[config.mk]
export PLATFORM = sky130hd
export DESIGN_NAME = pressure_change_detect_notify
export DESIGN_NICKNAME = d
export VERILOG_FILES = /design/src/pcd_pkg.sv /design/src/pcd_detectors.sv /design/src/pcd_serial_slave.sv /design/src/pressure_change_detect_notify.sv
export VERILOG_INCLUDE_DIRS = /design/src
export SDC_FILE = /design/constraint.sdc
export NUM_CORES = 2
export LEC_CHECK = 0
export ABC_CLOCK_PERIOD_IN_PS = 14800
export BUFFER_PORTS_ARGS = -buffer_cell sky130_fd_sc_hd__buf_2
export CAP_MARGIN = 0
export CORE_ASPECT_RATIO = 1.5
export CORE_MARGIN = 3
export CORE_UTILIZATION = 55
export DETAILED_ROUTE_END_ITERATION = 10
export GPL_TIMING_DRIVEN = 0
export PLACE_DENSITY = 0.72
export SLEW_MARGIN = 20
export SYNTH_ARGS = -nofsm -noshare
export SYNTH_HDL_FRONTEND = slang
export SYNTH_SLANG_ARGS = --single-unit
[constraint.sdc]
create_clock -name clock_in -period 14.8 [get_ports clock_in]
set_input_delay 0 -clock clock_in [delete_from_list [all_inputs] [get_ports clock_in]]
set_output_delay 0 -clock clock_in [all_outputs]
set_load 0.02 [all_outputs]
[src/pcd_defines.svh]
// shared offsets, field positions, reset values and timing counts
`ifndef PCD_DEFINES_SVH
`define PCD_DEFINES_SVH
`define CLK_HZ 25000000
`define ODR_UNIT_MS 100
`define ODR_UNIT_CYC (`ODR_UNIT_MS * (`CLK_HZ / 1000))
`define INT_PULSE_US 10
`define INT_PULSE_CYC (`INT_PULSE_US * (`CLK_HZ / 1000000))
`define HIST_DEPTH 12
`define PW 10
`define FLASH_AW 12
`define A_STATUS 13'h0000
`define A_CFG 13'h0001
`define A_CMD 13'h0002
`define A_ODR 13'h0003
`define A_FIXL 13'h0004
`define A_FIXH 13'h0005
`define A_DEB 13'h0006
`define A_MIN 13'h0007
`define A_RELL 13'h0008
`define A_RELH 13'h0009
`define A_SLPL 13'h000A
`define A_SLPH 13'h000B
`define A_STPER 13'h000C
`define A_SENS 13'h000D
`define A_RESULT 13'h000E
`define A_HIST 13'h0010
`define A_HIST_END 13'h0027
`define A_SAC 13'h0038
`define RW_MASK 16'h1FFA
`define SAC_RESET 8'h04
`define S_INTF 0
`define S_FIX 1
`define S_REL 2
`define S_SLP 3
`define S_DRDY 4
`define S_STF 5
`define S_CKF 6
`define C_FIX 0
`define C_REL 1
`define C_SLP 2
`define C_MEAS 3
`define C_SUP 4
`define C_STPER 5
`define C_STPUL 6
`define C_CKPUL 7
`define M_ACK 0
`define M_STEST 1
`define M_CKSUM 2
`define SS_PAR 0
`define SS_ADDR 1
`endif

[src/pcd_pkg.sv]
// types shared by the pressure change detection block
package pcd_pkg;
  typedef enum logic [1:0] {
    st_sleep = 2'b00,
    st_serial = 2'b01,
    st_action = 2'b11
  } dev_state_t;
  typedef enum logic [1:0] {
    ck_idle = 2'b00,
    ck_run = 2'b01,
    ck_cmp = 2'b11
  } ck_state_t;
endpackage

[src/pcd_detectors.sv]
// fixed, relative and slope change detectors, one pass per sample
`timescale 1ns/10ps
`include "pcd_defines.svh"
module pcd_detectors (
  input wire logic clock_in,
  input wire logic reset_n_in,
  input wire logic sample_in,
  input wire logic [9:0] pressure_in,
  input wire logic [9:0] previous_in,
  input wire logic [7:0] cfg_in,
  input wire logic [9:0] fix_thr_in,
  input wire logic [7:0] deb_lim_in,
  input wire logic [7:0] min_inc_in,
  input wire logic [9:0] rel_thr_in,
  input wire logic [15:0] slope_thr_in,
  output logic [2:0] hit_out,
  output logic done_out
);
  logic [7:0] ft_r, ft_nxt, ic_r, ic_nxt, rt_r, rt_nxt, sc_r, sc_nxt;
  logic [9:0] rref_r, rref_nxt, sref_r, sref_nxt;
  logic [15:0] t_r, t_nxt;
  logic [2:0] hit_nxt;
  logic rising;
  logic [32:0] lhs, rhs;

  function automatic logic [7:0] step(input logic [7:0] c, input logic up);
    if (up) step = (c == 8'hFF) ? c : c + 8'h01;
    else step = (c == 8'h00) ? c : c - 8'h01;
  endfunction

  // drift below the minimum increment does not count as a rise
  assign rising = {1'b0, pressure_in} > ({1'b0, previous_in} + {3'b000, min_inc_in});
  assign lhs = {16'h0000, pressure_in - sref_r, 7'h00};
  assign rhs = slope_thr_in * ({1'b0, t_r} + 17'h00001);

  always_comb begin
    ft_nxt = ft_r;
    ic_nxt = ic_r;
    rt_nxt = rt_r;
    sc_nxt = sc_r;
    rref_nxt = rref_r;
    sref_nxt = sref_r;
    t_nxt = t_r;
    hit_nxt = 3'b000;
    if (sample_in) begin
      if (cfg_in[`C_FIX]) begin
        ft_nxt = step(ft_r, pressure_in > fix_thr_in);
        hit_nxt[0] = ft_nxt > deb_lim_in;
      end
      if (cfg_in[`C_REL]) begin
        ic_nxt = step(ic_r, rising);
        if (rising) rt_nxt = step(rt_r, (pressure_in > rref_r) &&
                                  ((pressure_in - rref_r) > rel_thr_in));
        hit_nxt[1] = rt_nxt > deb_lim_in;
        if (ic_nxt == 8'h00 && rt_nxt == 8'h00) rref_nxt = pressure_in;
      end
      if (cfg_in[`C_SLP]) begin
        sc_nxt = step(sc_r, rising);
        if (sc_nxt == 8'h00 || t_r == 16'hFFFF) begin
          // restart rather than let the elapsed time roll over
          sc_nxt = 8'h00;
          t_nxt = 16'h0000;
          sref_nxt = pressure_in;
        end else begin
          t_nxt = t_r + 16'h0001;
          hit_nxt[2] = (sc_nxt > deb_lim_in) && (pressure_in > sref_r) && (lhs > rhs);
        end
      end
    end
  end

  always_ff @(posedge clock_in or negedge reset_n_in) begin
    if (!reset_n_in) begin
      ft_r <= 8'h00;
      ic_r <= 8'h00;
      rt_r <= 8'h00;
      sc_r <= 8'h00;
      rref_r <= 10'h000;
      sref_r <= 10'h000;
      t_r <= 16'h0000;
      hit_out <= 3'b000;
      done_out <= 1'b0;
    end else begin
      ft_r <= ft_nxt;
      ic_r <= ic_nxt;
      rt_r <= rt_nxt;
      sc_r <= sc_nxt;
      rref_r <= rref_nxt;
      sref_r <= sref_nxt;
      t_r <= t_nxt;
      hit_out <= hit_nxt;
      done_out <= sample_in;
    end
  end
endmodule // pcd_detectors

[src/pcd_serial_slave.sv]
// serial slave: 16-bit frames, link pins sampled on the core clock
`timescale 1ns/10ps
module pcd_serial_slave (
  input wire logic clock_in,
  input wire logic reset_n_in,
  input wire logic sclk_in,
  input wire logic cs_n_in,
  input wire logic mosi_in,
  input wire logic enable_in,
  input wire logic [15:0] resp_in,
  output logic miso_out,
  output logic miso_oe_n_out,
  output logic frame_valid_out,
  output logic [15:0] frame_out,
  output logic busy_out
);
  logic [2:0] s1_r, s2_r;
  logic [1:0] s3_r;
  logic act_r, act_nxt, miso_nxt, fv_nxt;
  logic [15:0] in_r, in_nxt, out_r, out_nxt;
  logic [4:0] cnt_r, cnt_nxt;
  logic rise, fall, cs_fall, cs_rise;

  // s1 feeds only s2; edges come from s2 against s3
  assign rise = s2_r[0] & ~s3_r[0];
  assign fall = ~s2_r[0] & s3_r[0];
  assign cs_fall = ~s2_r[1] & s3_r[1];
  assign cs_rise = s2_r[1] & ~s3_r[1];

  always_comb begin
    act_nxt = act_r;
    in_nxt = in_r;
    out_nxt = out_r;
    cnt_nxt = cnt_r;
    miso_nxt = miso_out;
    fv_nxt = 1'b0;
    if (cs_fall && enable_in) begin
      act_nxt = 1'b1;
      out_nxt = resp_in;
      miso_nxt = resp_in[15];
      cnt_nxt = 5'h00;
    end else if (act_r && cs_rise) begin
      act_nxt = 1'b0;
      fv_nxt = (cnt_r == 5'h10);
    end else if (act_r && rise) begin
      in_nxt = {in_r[14:0], s2_r[2]};
      if (cnt_r != 5'h1F) cnt_nxt = cnt_r + 5'h01;
    end else if (act_r && fall) begin
      out_nxt = {out_r[14:0], 1'b0};
      miso_nxt = out_r[14];
    end
  end

  always_ff @(posedge clock_in or negedge reset_n_in) begin
    if (!reset_n_in) begin
      s1_r <= 3'h2;
      s2_r <= 3'h2;
      s3_r <= 2'h2;
      act_r <= 1'b0;
      in_r <= 16'h0000;
      out_r <= 16'h0000;
      cnt_r <= 5'h00;
      miso_out <= 1'b0;
      miso_oe_n_out <= 1'b1;
      frame_valid_out <= 1'b0;
      frame_out <= 16'h0000;
      busy_out <= 1'b0;
    end else begin
      s1_r <= {mosi_in, cs_n_in, sclk_in};
      s2_r <= s1_r;
      s3_r <= s2_r[1:0];
      act_r <= act_nxt;
      in_r <= in_nxt;
      out_r <= out_nxt;
      cnt_r <= cnt_nxt;
      miso_out <= miso_nxt;
      miso_oe_n_out <= ~act_nxt;
      frame_valid_out <= fv_nxt;
      if (fv_nxt) frame_out <= in_r;
      busy_out <= ~s2_r[1];
    end
  end
endmodule // pcd_serial_slave

[src/pressure_change_detect_notify.sv]
// top: periodic sampling, history, change detection and host notification
`timescale 1ns/10ps
`include "pcd_defines.svh"
// Behaviour
// - keep the last 12 pressure results, oldest dropped on each new one
// - sample at the selected rate and run enabled checks once per sample
// - wake low enables the serial port; stay running until transfers end
// - host reads and writes memory; requested actions run after transfers
// - on a pulse condition set flag, enable serial, opt supply, pulse pin
// - three detectors enabled independently; any one hit notifies
// - after the detectors run, any change flag sets the host event flag
// - fixed counter counts up above threshold, down otherwise
// - debounce counters stop at zero
// - fixed flag set when counter exceeds the debounce limit
// - relative flag when rise over reference exceeds relative threshold
// - slope flag when slope over the rising time exceeds its threshold
// - measurement notice on new data or acquisition error when enabled
// - self-test periodic or on command; result kept; optional pulse
// - command runs 16-bit xor checksum of flash against stored value
// - command frame: write flag, 13-bit address, two parity bits
// - response: flag, five status bits, data byte, parity; nonzero=error
// - rising only when sample beats previous by over the minimum step
module pressure_change_detect_notify #(
  parameter int ODR_UNIT_CYC = `ODR_UNIT_CYC
) (
  input wire logic clock_in,
  input wire logic reset_n_in,
  input wire logic [7:0] loc_addr_in,
  input wire logic [7:0] loc_wdata_in,
  input wire logic loc_we_in,
  input wire logic loc_re_in,
  output logic [7:0] loc_rdata_out,
  input wire logic wake_n_in,
  input wire logic sclk_in,
  input wire logic cs_n_in,
  input wire logic mosi_in,
  output logic miso_out,
  output logic miso_oe_n_out,
  output logic int_out,
  output logic supply_enable_out,
  output logic run_out,
  output logic meas_req_out,
  input wire logic [9:0] pressure_in,
  input wire logic pressure_valid_in,
  input wire logic acq_error_in,
  output logic selftest_req_out,
  input wire logic selftest_done_in,
  input wire logic selftest_fail_in,
  output logic [11:0] flash_addr_out,
  input wire logic [15:0] flash_data_in,
  input wire logic [15:0] prod_checksum_in
);
  localparam logic [15:0] RW_MASK = `RW_MASK;
  localparam logic [7:0] INT_CYC = 8'(`INT_PULSE_CYC);

  pcd_pkg::dev_state_t st_r, st_nxt;
  pcd_pkg::ck_state_t ck_r, ck_nxt;
  logic [1:0] wk_r;
  logic wake_lo, busy, fr_v, det_done, sample_r;
  logic [15:0] fr, resp_r, resp_nxt, acc_r, acc_nxt;
  logic [2:0] hit;
  logic [7:0] rw_r [16];
  logic [7:0] rw_nxt [16];
  logic [9:0] hist_r [`HIST_DEPTH];
  logic [9:0] hist_nxt [`HIST_DEPTH];
  logic [7:0] cfg, stat_r, stat_nxt, sens_r, sens_nxt, res_r, res_nxt, sac_r, sac_nxt;
  logic [7:0] int_cnt_r, int_cnt_nxt, unit_r, unit_nxt, stc_r, stc_nxt, wd, rdv;
  logic [21:0] pre_r, pre_nxt;
  logic [12:0] wa, waddr_r, waddr_nxt;
  logic wpend_r, wpend_nxt, we, s_we, ev, par_ok, tick, ck_done, ck_fail;
  logic [12:0] s_wa;
  logic [7:0] s_wd, sdat;
  logic [4:0] sts;
  logic [8:0] rd;
  logic ackp_r, ackp_nxt, stp_r, stp_nxt, ckp_r, ckp_nxt, sup_nxt;
  logic mreq_nxt, streq_nxt, dv_r, dv_nxt;
  logic [11:0] fa_nxt;

  assign cfg = rw_r[1];
  assign wake_lo = ~wk_r[1];

  // register view shared by the local port and the serial link
  function automatic logic [8:0] rd_fn(input logic [12:0] a);
    logic [12:0] k;
    k = a - `A_HIST;
    rd_fn = 9'h000;
    if (a == `A_STATUS) rd_fn = {1'b1, stat_r};
    else if (a == `A_CMD) rd_fn = 9'h100;
    else if (a == `A_SENS) rd_fn = {1'b1, sens_r};
    else if (a == `A_RESULT) rd_fn = {1'b1, res_r};
    else if (a == `A_SAC) rd_fn = {1'b1, sac_r};
    else if (a < 13'h0010) rd_fn = {1'b1, rw_r[a[3:0]]};
    else if (a <= `A_HIST_END) begin
      if (k[0]) rd_fn = {1'b1, 6'h00, hist_r[k[4:1]][9:8]};
      else rd_fn = {1'b1, hist_r[k[4:1]][7:0]};
    end
  endfunction

  pcd_serial_slave u_slave (
    .clock_in(clock_in),
    .reset_n_in(reset_n_in),
    .sclk_in(sclk_in),
    .cs_n_in(cs_n_in),
    .mosi_in(mosi_in),
    .enable_in(run_out),
    .resp_in(resp_r),
    .miso_out(miso_out),
    .miso_oe_n_out(miso_oe_n_out),
    .frame_valid_out(fr_v),
    .frame_out(fr),
    .busy_out(busy)
  );

  pcd_detectors u_det (
    .clock_in(clock_in),
    .reset_n_in(reset_n_in),
    .sample_in(sample_r),
    .pressure_in(hist_r[0]),
    .previous_in(hist_r[1]),
    .cfg_in(cfg),
    .fix_thr_in({rw_r[5][1:0], rw_r[4]}),
    .deb_lim_in(rw_r[6]),
    .min_inc_in(rw_r[7]),
    .rel_thr_in({rw_r[9][1:0], rw_r[8]}),
    .slope_thr_in({rw_r[11], rw_r[10]}),
    .hit_out(hit),
    .done_out(det_done)
  );

  // history: entry 0 is the newest
  generate
    for (genvar i = 0; i < `HIST_DEPTH; i++) begin : g_hist
      always_comb begin
        hist_nxt[i] = hist_r[i];
        if (pressure_valid_in) hist_nxt[i] = (i == 0) ? pressure_in : hist_r[(i == 0) ? 0 : i - 1];
      end
    end
  endgenerate

  // sample timing and periodic self-test
  assign tick = (pre_r == 22'(ODR_UNIT_CYC - 1)) && (unit_r == rw_r[3]);
  always_comb begin
    pre_nxt = pre_r + 22'h00_0001;
    unit_nxt = unit_r;
    stc_nxt = stc_r;
    mreq_nxt = tick;
    streq_nxt = (st_r == pcd_pkg::st_action) && stp_r;
    if (pre_r == 22'(ODR_UNIT_CYC - 1)) begin
      pre_nxt = 22'h00_0000;
      unit_nxt = tick ? 8'h00 : unit_r + 8'h01;
    end
    if (tick && cfg[`C_STPER]) begin
      stc_nxt = stc_r + 8'h01;
      if (stc_r >= rw_r[12]) begin
        stc_nxt = 8'h00;
        streq_nxt = 1'b1;
      end
    end
  end

  // flash checksum engine, one word per cycle with one cycle read latency
  assign ck_done = (ck_r == pcd_pkg::ck_cmp);
  assign ck_fail = (acc_r ^ flash_data_in) != prod_checksum_in;
  always_comb begin
    ck_nxt = ck_r;
    acc_nxt = acc_r;
    fa_nxt = flash_addr_out;
    dv_nxt = 1'b0;
    if (dv_r) acc_nxt = acc_r ^ flash_data_in;
    unique case (ck_r)
      pcd_pkg::ck_idle: begin
        if ((st_r == pcd_pkg::st_action) && ckp_r) begin
          ck_nxt = pcd_pkg::ck_run;
          acc_nxt = 16'h0000;
          fa_nxt = 12'h000;
        end
      end
      pcd_pkg::ck_run: begin
        dv_nxt = 1'b1;
        if (flash_addr_out == 12'hFFF) ck_nxt = pcd_pkg::ck_cmp;
        else fa_nxt = flash_addr_out + 12'h001;
      end
      pcd_pkg::ck_cmp: ck_nxt = pcd_pkg::ck_idle;
    endcase
  end

  // serial decode, register writes, events and run state
  always_comb begin
    rw_nxt = rw_r;
    sac_nxt = sac_r;
    stat_nxt = stat_r;
    sens_nxt = sens_r;
    res_nxt = res_r;
    st_nxt = st_r;
    resp_nxt = resp_r;
    wpend_nxt = wpend_r;
    waddr_nxt = waddr_r;
    ackp_nxt = ackp_r;
    stp_nxt = stp_r;
    ckp_nxt = ckp_r;
    sup_nxt = supply_enable_out;
    int_cnt_nxt = (int_cnt_r == 8'h00) ? 8'h00 : int_cnt_r - 8'h01;
    s_we = 1'b0;
    s_wa = 13'h0000;
    s_wd = 8'h00;
    sts = 5'h00;
    sdat = 8'h00;
    ev = 1'b0;
    par_ok = (fr[1] == ^fr[15:8]) && (fr[0] == ^fr[7:2]);
    rd = rd_fn(fr[14:2]);
    if (fr_v) begin
      if (!par_ok) begin
        sts[`SS_PAR] = 1'b1;
        wpend_nxt = 1'b0;
      end else if (fr[15] && !wpend_r) begin
        wpend_nxt = 1'b1;
        waddr_nxt = fr[14:2];
      end else if (fr[15]) begin
        // second write frame carries the data byte in its address field
        wpend_nxt = 1'b0;
        s_we = 1'b1;
        s_wa = waddr_r;
        s_wd = fr[9:2];
      end else if (!rd[8]) begin
        sts[`SS_ADDR] = 1'b1;
      end else begin
        sdat = rd[7:0];
      end
      resp_nxt = {fr[15], sts, sdat, ^{fr[15], sts, sdat[7:6]}, ^sdat[5:0]};
    end
    // clears come first so a command written in the action cycle is kept
    if (st_r == pcd_pkg::st_action) begin
      if (ackp_r) stat_nxt = 8'h00;
      ackp_nxt = 1'b0;
      stp_nxt = 1'b0;
      ckp_nxt = 1'b0;
    end
    we = loc_we_in | s_we;
    wa = loc_we_in ? {5'h00, loc_addr_in} : s_wa;
    wd = loc_we_in ? loc_wdata_in : s_wd;
    if (we) begin
      if (wa < 13'h0010 && RW_MASK[wa[3:0]]) rw_nxt[wa[3:0]] = wd;
      if (wa == `A_SAC) sac_nxt = wd;
      if (wa == `A_CMD) begin
        ackp_nxt = ackp_r | wd[`M_ACK];
        stp_nxt = stp_r | wd[`M_STEST];
        ckp_nxt = ckp_r | wd[`M_CKSUM];
      end
    end
    // sets below override the acknowledge clear in the same cycle
    if (pressure_valid_in) sens_nxt = {6'h00, 1'b1, acq_error_in};
    if (det_done) begin
      if (hit[0]) stat_nxt[`S_FIX] = 1'b1;
      if (hit[1]) stat_nxt[`S_REL] = 1'b1;
      if (hit[2]) stat_nxt[`S_SLP] = 1'b1;
      if (cfg[`C_MEAS]) begin
        stat_nxt[`S_DRDY] = 1'b1;
        ev = 1'b1;
      end
      if (|stat_nxt[`S_SLP:`S_FIX]) ev = 1'b1;
    end
    if (selftest_done_in) begin
      res_nxt[0] = selftest_fail_in;
      if (selftest_fail_in) stat_nxt[`S_STF] = 1'b1;
      if (selftest_fail_in && cfg[`C_STPUL]) ev = 1'b1;
    end
    if (ck_done) begin
      res_nxt[1] = ck_fail;
      if (ck_fail) stat_nxt[`S_CKF] = 1'b1;
      if (ck_fail && cfg[`C_CKPUL]) ev = 1'b1;
    end
    if (ev) begin
      stat_nxt[`S_INTF] = 1'b1;
      int_cnt_nxt = INT_CYC;
      sup_nxt = supply_enable_out | cfg[`C_SUP];
    end
    unique case (st_r)
      pcd_pkg::st_sleep: begin
        if (wake_lo || ev || ackp_r || stp_r || ckp_r) st_nxt = pcd_pkg::st_serial;
      end
      pcd_pkg::st_serial: begin
        if (!wake_lo && !busy && !wpend_r && !fr_v) begin
          if (ackp_r || stp_r || ckp_r) st_nxt = pcd_pkg::st_action;
          else if (!stat_r[`S_INTF] && !ev) st_nxt = pcd_pkg::st_sleep;
        end
      end
      pcd_pkg::st_action: st_nxt = pcd_pkg::st_serial;
    endcase
    if (st_nxt == pcd_pkg::st_sleep) sup_nxt = 1'b0;
    rdv = loc_re_in ? 8'(rd_fn({5'h00, loc_addr_in})) : 8'h00;
  end

  always_ff @(posedge clock_in or negedge reset_n_in) begin
    if (!reset_n_in) begin
      wk_r <= 2'b11;
      st_r <= pcd_pkg::st_sleep;
      ck_r <= pcd_pkg::ck_idle;
      for (int i = 0; i < 16; i++) rw_r[i] <= 8'h00;
      for (int i = 0; i < `HIST_DEPTH; i++) hist_r[i] <= 10'h000;
      stat_r <= 8'h00;
      sens_r <= 8'h00;
      res_r <= 8'h00;
      sac_r <= `SAC_RESET;
      resp_r <= 16'h0000;
      wpend_r <= 1'b0;
      waddr_r <= 13'h0000;
      ackp_r <= 1'b0;
      stp_r <= 1'b0;
      ckp_r <= 1'b0;
      int_cnt_r <= 8'h00;
      pre_r <= 22'h00_0000;
      unit_r <= 8'h00;
      stc_r <= 8'h00;
      acc_r <= 16'h0000;
      dv_r <= 1'b0;
      sample_r <= 1'b0;
      loc_rdata_out <= 8'h00;
      int_out <= 1'b0;
      supply_enable_out <= 1'b0;
      run_out <= 1'b0;
      meas_req_out <= 1'b0;
      selftest_req_out <= 1'b0;
      flash_addr_out <= 12'h000;
    end else begin
      wk_r <= {wk_r[0], wake_n_in};
      st_r <= st_nxt;
      ck_r <= ck_nxt;
      rw_r <= rw_nxt;
      hist_r <= hist_nxt;
      stat_r <= stat_nxt;
      sens_r <= sens_nxt;
      res_r <= res_nxt;
      sac_r <= sac_nxt;
      resp_r <= resp_nxt;
      wpend_r <= wpend_nxt;
      waddr_r <= waddr_nxt;
      ackp_r <= ackp_nxt;
      stp_r <= stp_nxt;
      ckp_r <= ckp_nxt;
      int_cnt_r <= int_cnt_nxt;
      pre_r <= pre_nxt;
      unit_r <= unit_nxt;
      stc_r <= stc_nxt;
      acc_r <= acc_nxt;
      dv_r <= dv_nxt;
      sample_r <= pressure_valid_in;
      loc_rdata_out <= rdv;
      int_out <= int_cnt_nxt != 8'h00;
      supply_enable_out <= sup_nxt;
      run_out <= st_nxt != pcd_pkg::st_sleep;
      meas_req_out <= mreq_nxt;
      selftest_req_out <= streq_nxt;
      flash_addr_out <= fa_nxt;
    end
  end
endmodule // pressure_change_detect_notify

==> flow_summary.toml <==
[run_status]
status = "finished, final reports clean"

[timing]
tightest_slew_ns = 1.25
slew_viol_final = 0
finalSetupViolations = 0
hold_viol_final = 0
timing.final.crit_share_pct = 70.6
fin_tns_setup_ns = 0
min_period_ns = 10.44
skew_ns = 0.0154
grt_setup_unrepaired = "false"
slew_headroom_pct = 15.5
max_freq_ghz = 0.0957

[placement]
dp_hpwl_um = 89700
gp_congestion = 1.02
io_buffers = 94
place_inst = 4963

[final_layout]
drive_gt1_share_pct = 13.6
register_area_mm2 = 0.0132
n_antenna_cell = 0
multi_input_area_mm2 = 0.0240
fill_cells = 5849
finalNonFillerCells = 5095
final_common_cell = "dfrtp_1"
layout.nets = 4670
synthToLayoutAreaGrowth_pct = 9.95
layout_common_cells = "522 x dfrtp_1, 465 x nand2_1, 364 x inv_1"

[route]
drtIter0Drc = 2516
drt-pass1-iter-count = 8
wl_per_cell_um = 22.7
routed_wl_um = 115000
vias = 31000
drc = 0
viasPerCell = 6.09
ant_nets = 0

[synthesis]
synth_nets = 4476
syn_inst = 3954
syn_area_mm2 = 0.0395
async_flop_share_pct = 100
synth-seq-cells = 529
ys_seq_area_share_pct = 33.6
ys.flop_type = "dfrtp_1"
ys_types = 83
synth_warnings = 0
synth_edf_count = 0
syn_avg_cell_area_um2 = 9.98

[clocking]
cts.root.buffer_cell = "clkbuf_16"
clk_pin_slew_ns = 0.07
cts_tree = "built"
cts_inserted_buffers = 50
cts.sink_count = 529
clock_latency_ns = 0.60
clk_path_buf_depth = 3
htreeDepth = 2

[global_routing]
grt_usage_pct = 31.4
antenna_found_initial = 0
grt.overflow.total = 0
grt_max_degree = 101
grt_pass1_wl_um = 182000
grt_pass1_vias = 32700

[floorplan]
pin_count = 97
die_area_mm2 = 0.0750
start_util_pct = 55.9
die_w_um = 225
rows = 119
die_height_um = 334
core_mm2 = 0.0706

[worst_setup_path]
end_kind = "flop"
crit_path_start_kind = "flop"
r2r_start = "u_det.t_r[2]"
crit_family = "adder cells"
crit_fanout = 10
worst-setup-path-type = "reg -> reg"
crit_start = "u_det.t_r[2]"
r2r_slack_ns = 4.36
crit_top_cell = "fa_1"
cp_num_buf_inv = 4
worst_ep_required_time_ns = 15.20
critPathArrivalTime_ns = 10.85
slowest_stage = "xor2_1"
worst_path_largest_cell_delay_ns = 0.65

[power_and_ir_drop]
leakage_nw = 20.0
vdd_drop_max_uv = 82.7
cellPowerDensity_mw_per_mm2 = 113

[hold_path]
hp-class = "in -> reg"
min-delay-start = "cs_n_in"

[run]
maxCapViolCount = 0
## registers in the layout, summed over array words and instances (netlist names), 12 cells and up
register,flops
u_slave.frame_out,16
u_det.t_r,16
hist_r,120
flash_addr_out,12
pre_r,22
rw_r,120
u_slave.out_r,15
u_slave.in_r,16
waddr_r,13
resp_r,13
acc_r,16
## cell type report
class | instances | area share [%]
clock inverter | 22 | 0.661
sequential | 529 | 30.5
buffer | 221 | 2.03
clock buffer | 70 | 3.31
inverter | 366 | 3.17
timing repair buffer | 142 | 2.39
tap | 907 | 2.62
multi-input combinational | 2838 | 55.3
## synthesized netlist by cell type (6+ instances only)
cell,n,area share (%)
o21a_1,25,0.48
o22ai_1,15,0.24
nor3_1,52,0.66
o21ai_0,213,2.7
xnor2_1,91,2.0
a22o_1,22,0.49
ha_1,241,7.6
fa_1,211,11
o21bai_1,9,0.17
buf_1,15,0.14
nand4_1,41,0.65
clkbuf_1,185,1.8
nand2b_1,37,0.59
buf_2,15,0.19
nand2_1,465,4.4
nor2_1,228,2.2
dfstp_2,7,0.47
and3_1,40,0.63
mux2i_1,35,0.89
or4_1,6,0.11
nand3_1,69,0.88
a21o_1,51,0.97
mux2_2,187,5.3
or2_2,10,0.16
nor2b_1,44,0.70
inv_1,364,3.5
o31ai_1,13,0.25
xor2_1,74,1.6
a21oi_1,187,2.4
nand4b_1,6,0.13
nor4_1,15,0.24
a221oi_1,9,0.20
mux4_2,134,7.6
dfrtp_1,522,33
a31oi_1,27,0.43
a22oi_1,19,0.36
a211oi_1,12,0.23
nand3b_1,10,0.19
o211ai_1,10,0.19
nor3b_1,8,0.15
or3_1,15,0.24
a311oi_1,6,0.13
and2_1,135,2.1
## cells by family after synthesis
| logic type | synth area share, % |
|---|---|
| simple gates | 14.5 |
| compound gates | 10.3 |
| buf+inv | 5.70 |
| flops | 33.6 |
| fa+ha+maj | 18.4 |
| mux | 13.9 |
| xor+xnor | 3.72 |
## per-layer routing
| layer | up-vias | routed length [um] | share of wire, % | global-route usage, % |
|---|---|---|---|---|
| met4 | 0 | 12400 | 11 | 27.2 |
| met3 | 474 | 6690 | 5.8 | 4.39 |
| met5 | - | 0 | 0 | 0 |
| met1 | 15300 | 39500 | 34 | 34.0 |
| met2 | 1266 | 56900 | 49 | 53.7 |
| li1 | 13900 | - | - | - |
## power breakdown
group,total [mW],switching (mW),internal (mW)
clock network,1.37,0.584,0.785
logic,1.58,0.869,0.710
registers,1.96,0.270,1.69
## worst register-to-register path: cells and delay by family, from the launching register on
family,cells,cell delay [ns]
adders and majority gates,8,3.65
and+or+nand+nor,12,2.91
AOI/OAI and AO/OA,6,1.73
xor gates and xnor gates,2,0.81
buffers and inverters,4,0.70
DFF,1,0.43
## path summary, 6_finish.rpt
| check | to | cells past startpoint |
|---|---|---|
| min in group asynchronous | u_slave.out_r[11] | 3 |
| worst max-delay path | u_det.hit_out[2] | 32 |
| worst max register to register | u_det.hit_out[2] | 32 |
| max in group asynchronous | u_slave.out_r[1] | 4 |
| worst min-delay path | u_slave.s1_r[1] | 2 |
| worst min register to register | u_slave.s2_r[2] | 0 |
## metrics by stage
stage,instance area (um^2),hold WS [ns],power [mW],setup slack (ns),utilization [%]
after detailed placement,41200,0.0245,3.52,4.47,58.4
final,43400,0.0483,4.91,4.36,61.5
after CTS,43400,0.0114,4.91,4.38,61.5
after global routing,43400,0.0602,5.18,3.96,61.5
after floorplan,39500,-0.296,3.04,6.58,-
after global placement,41100,0.105,3.47,2.88,58.2
## what timing repair did
action / in CTS / in global routing
endpoints found under the hold margin: 361 / 0
hold buffers: 40 / 0
resized for setup: 0 / 0
setup buffers: 0 / 0
(Power assumes the default switching activity.)
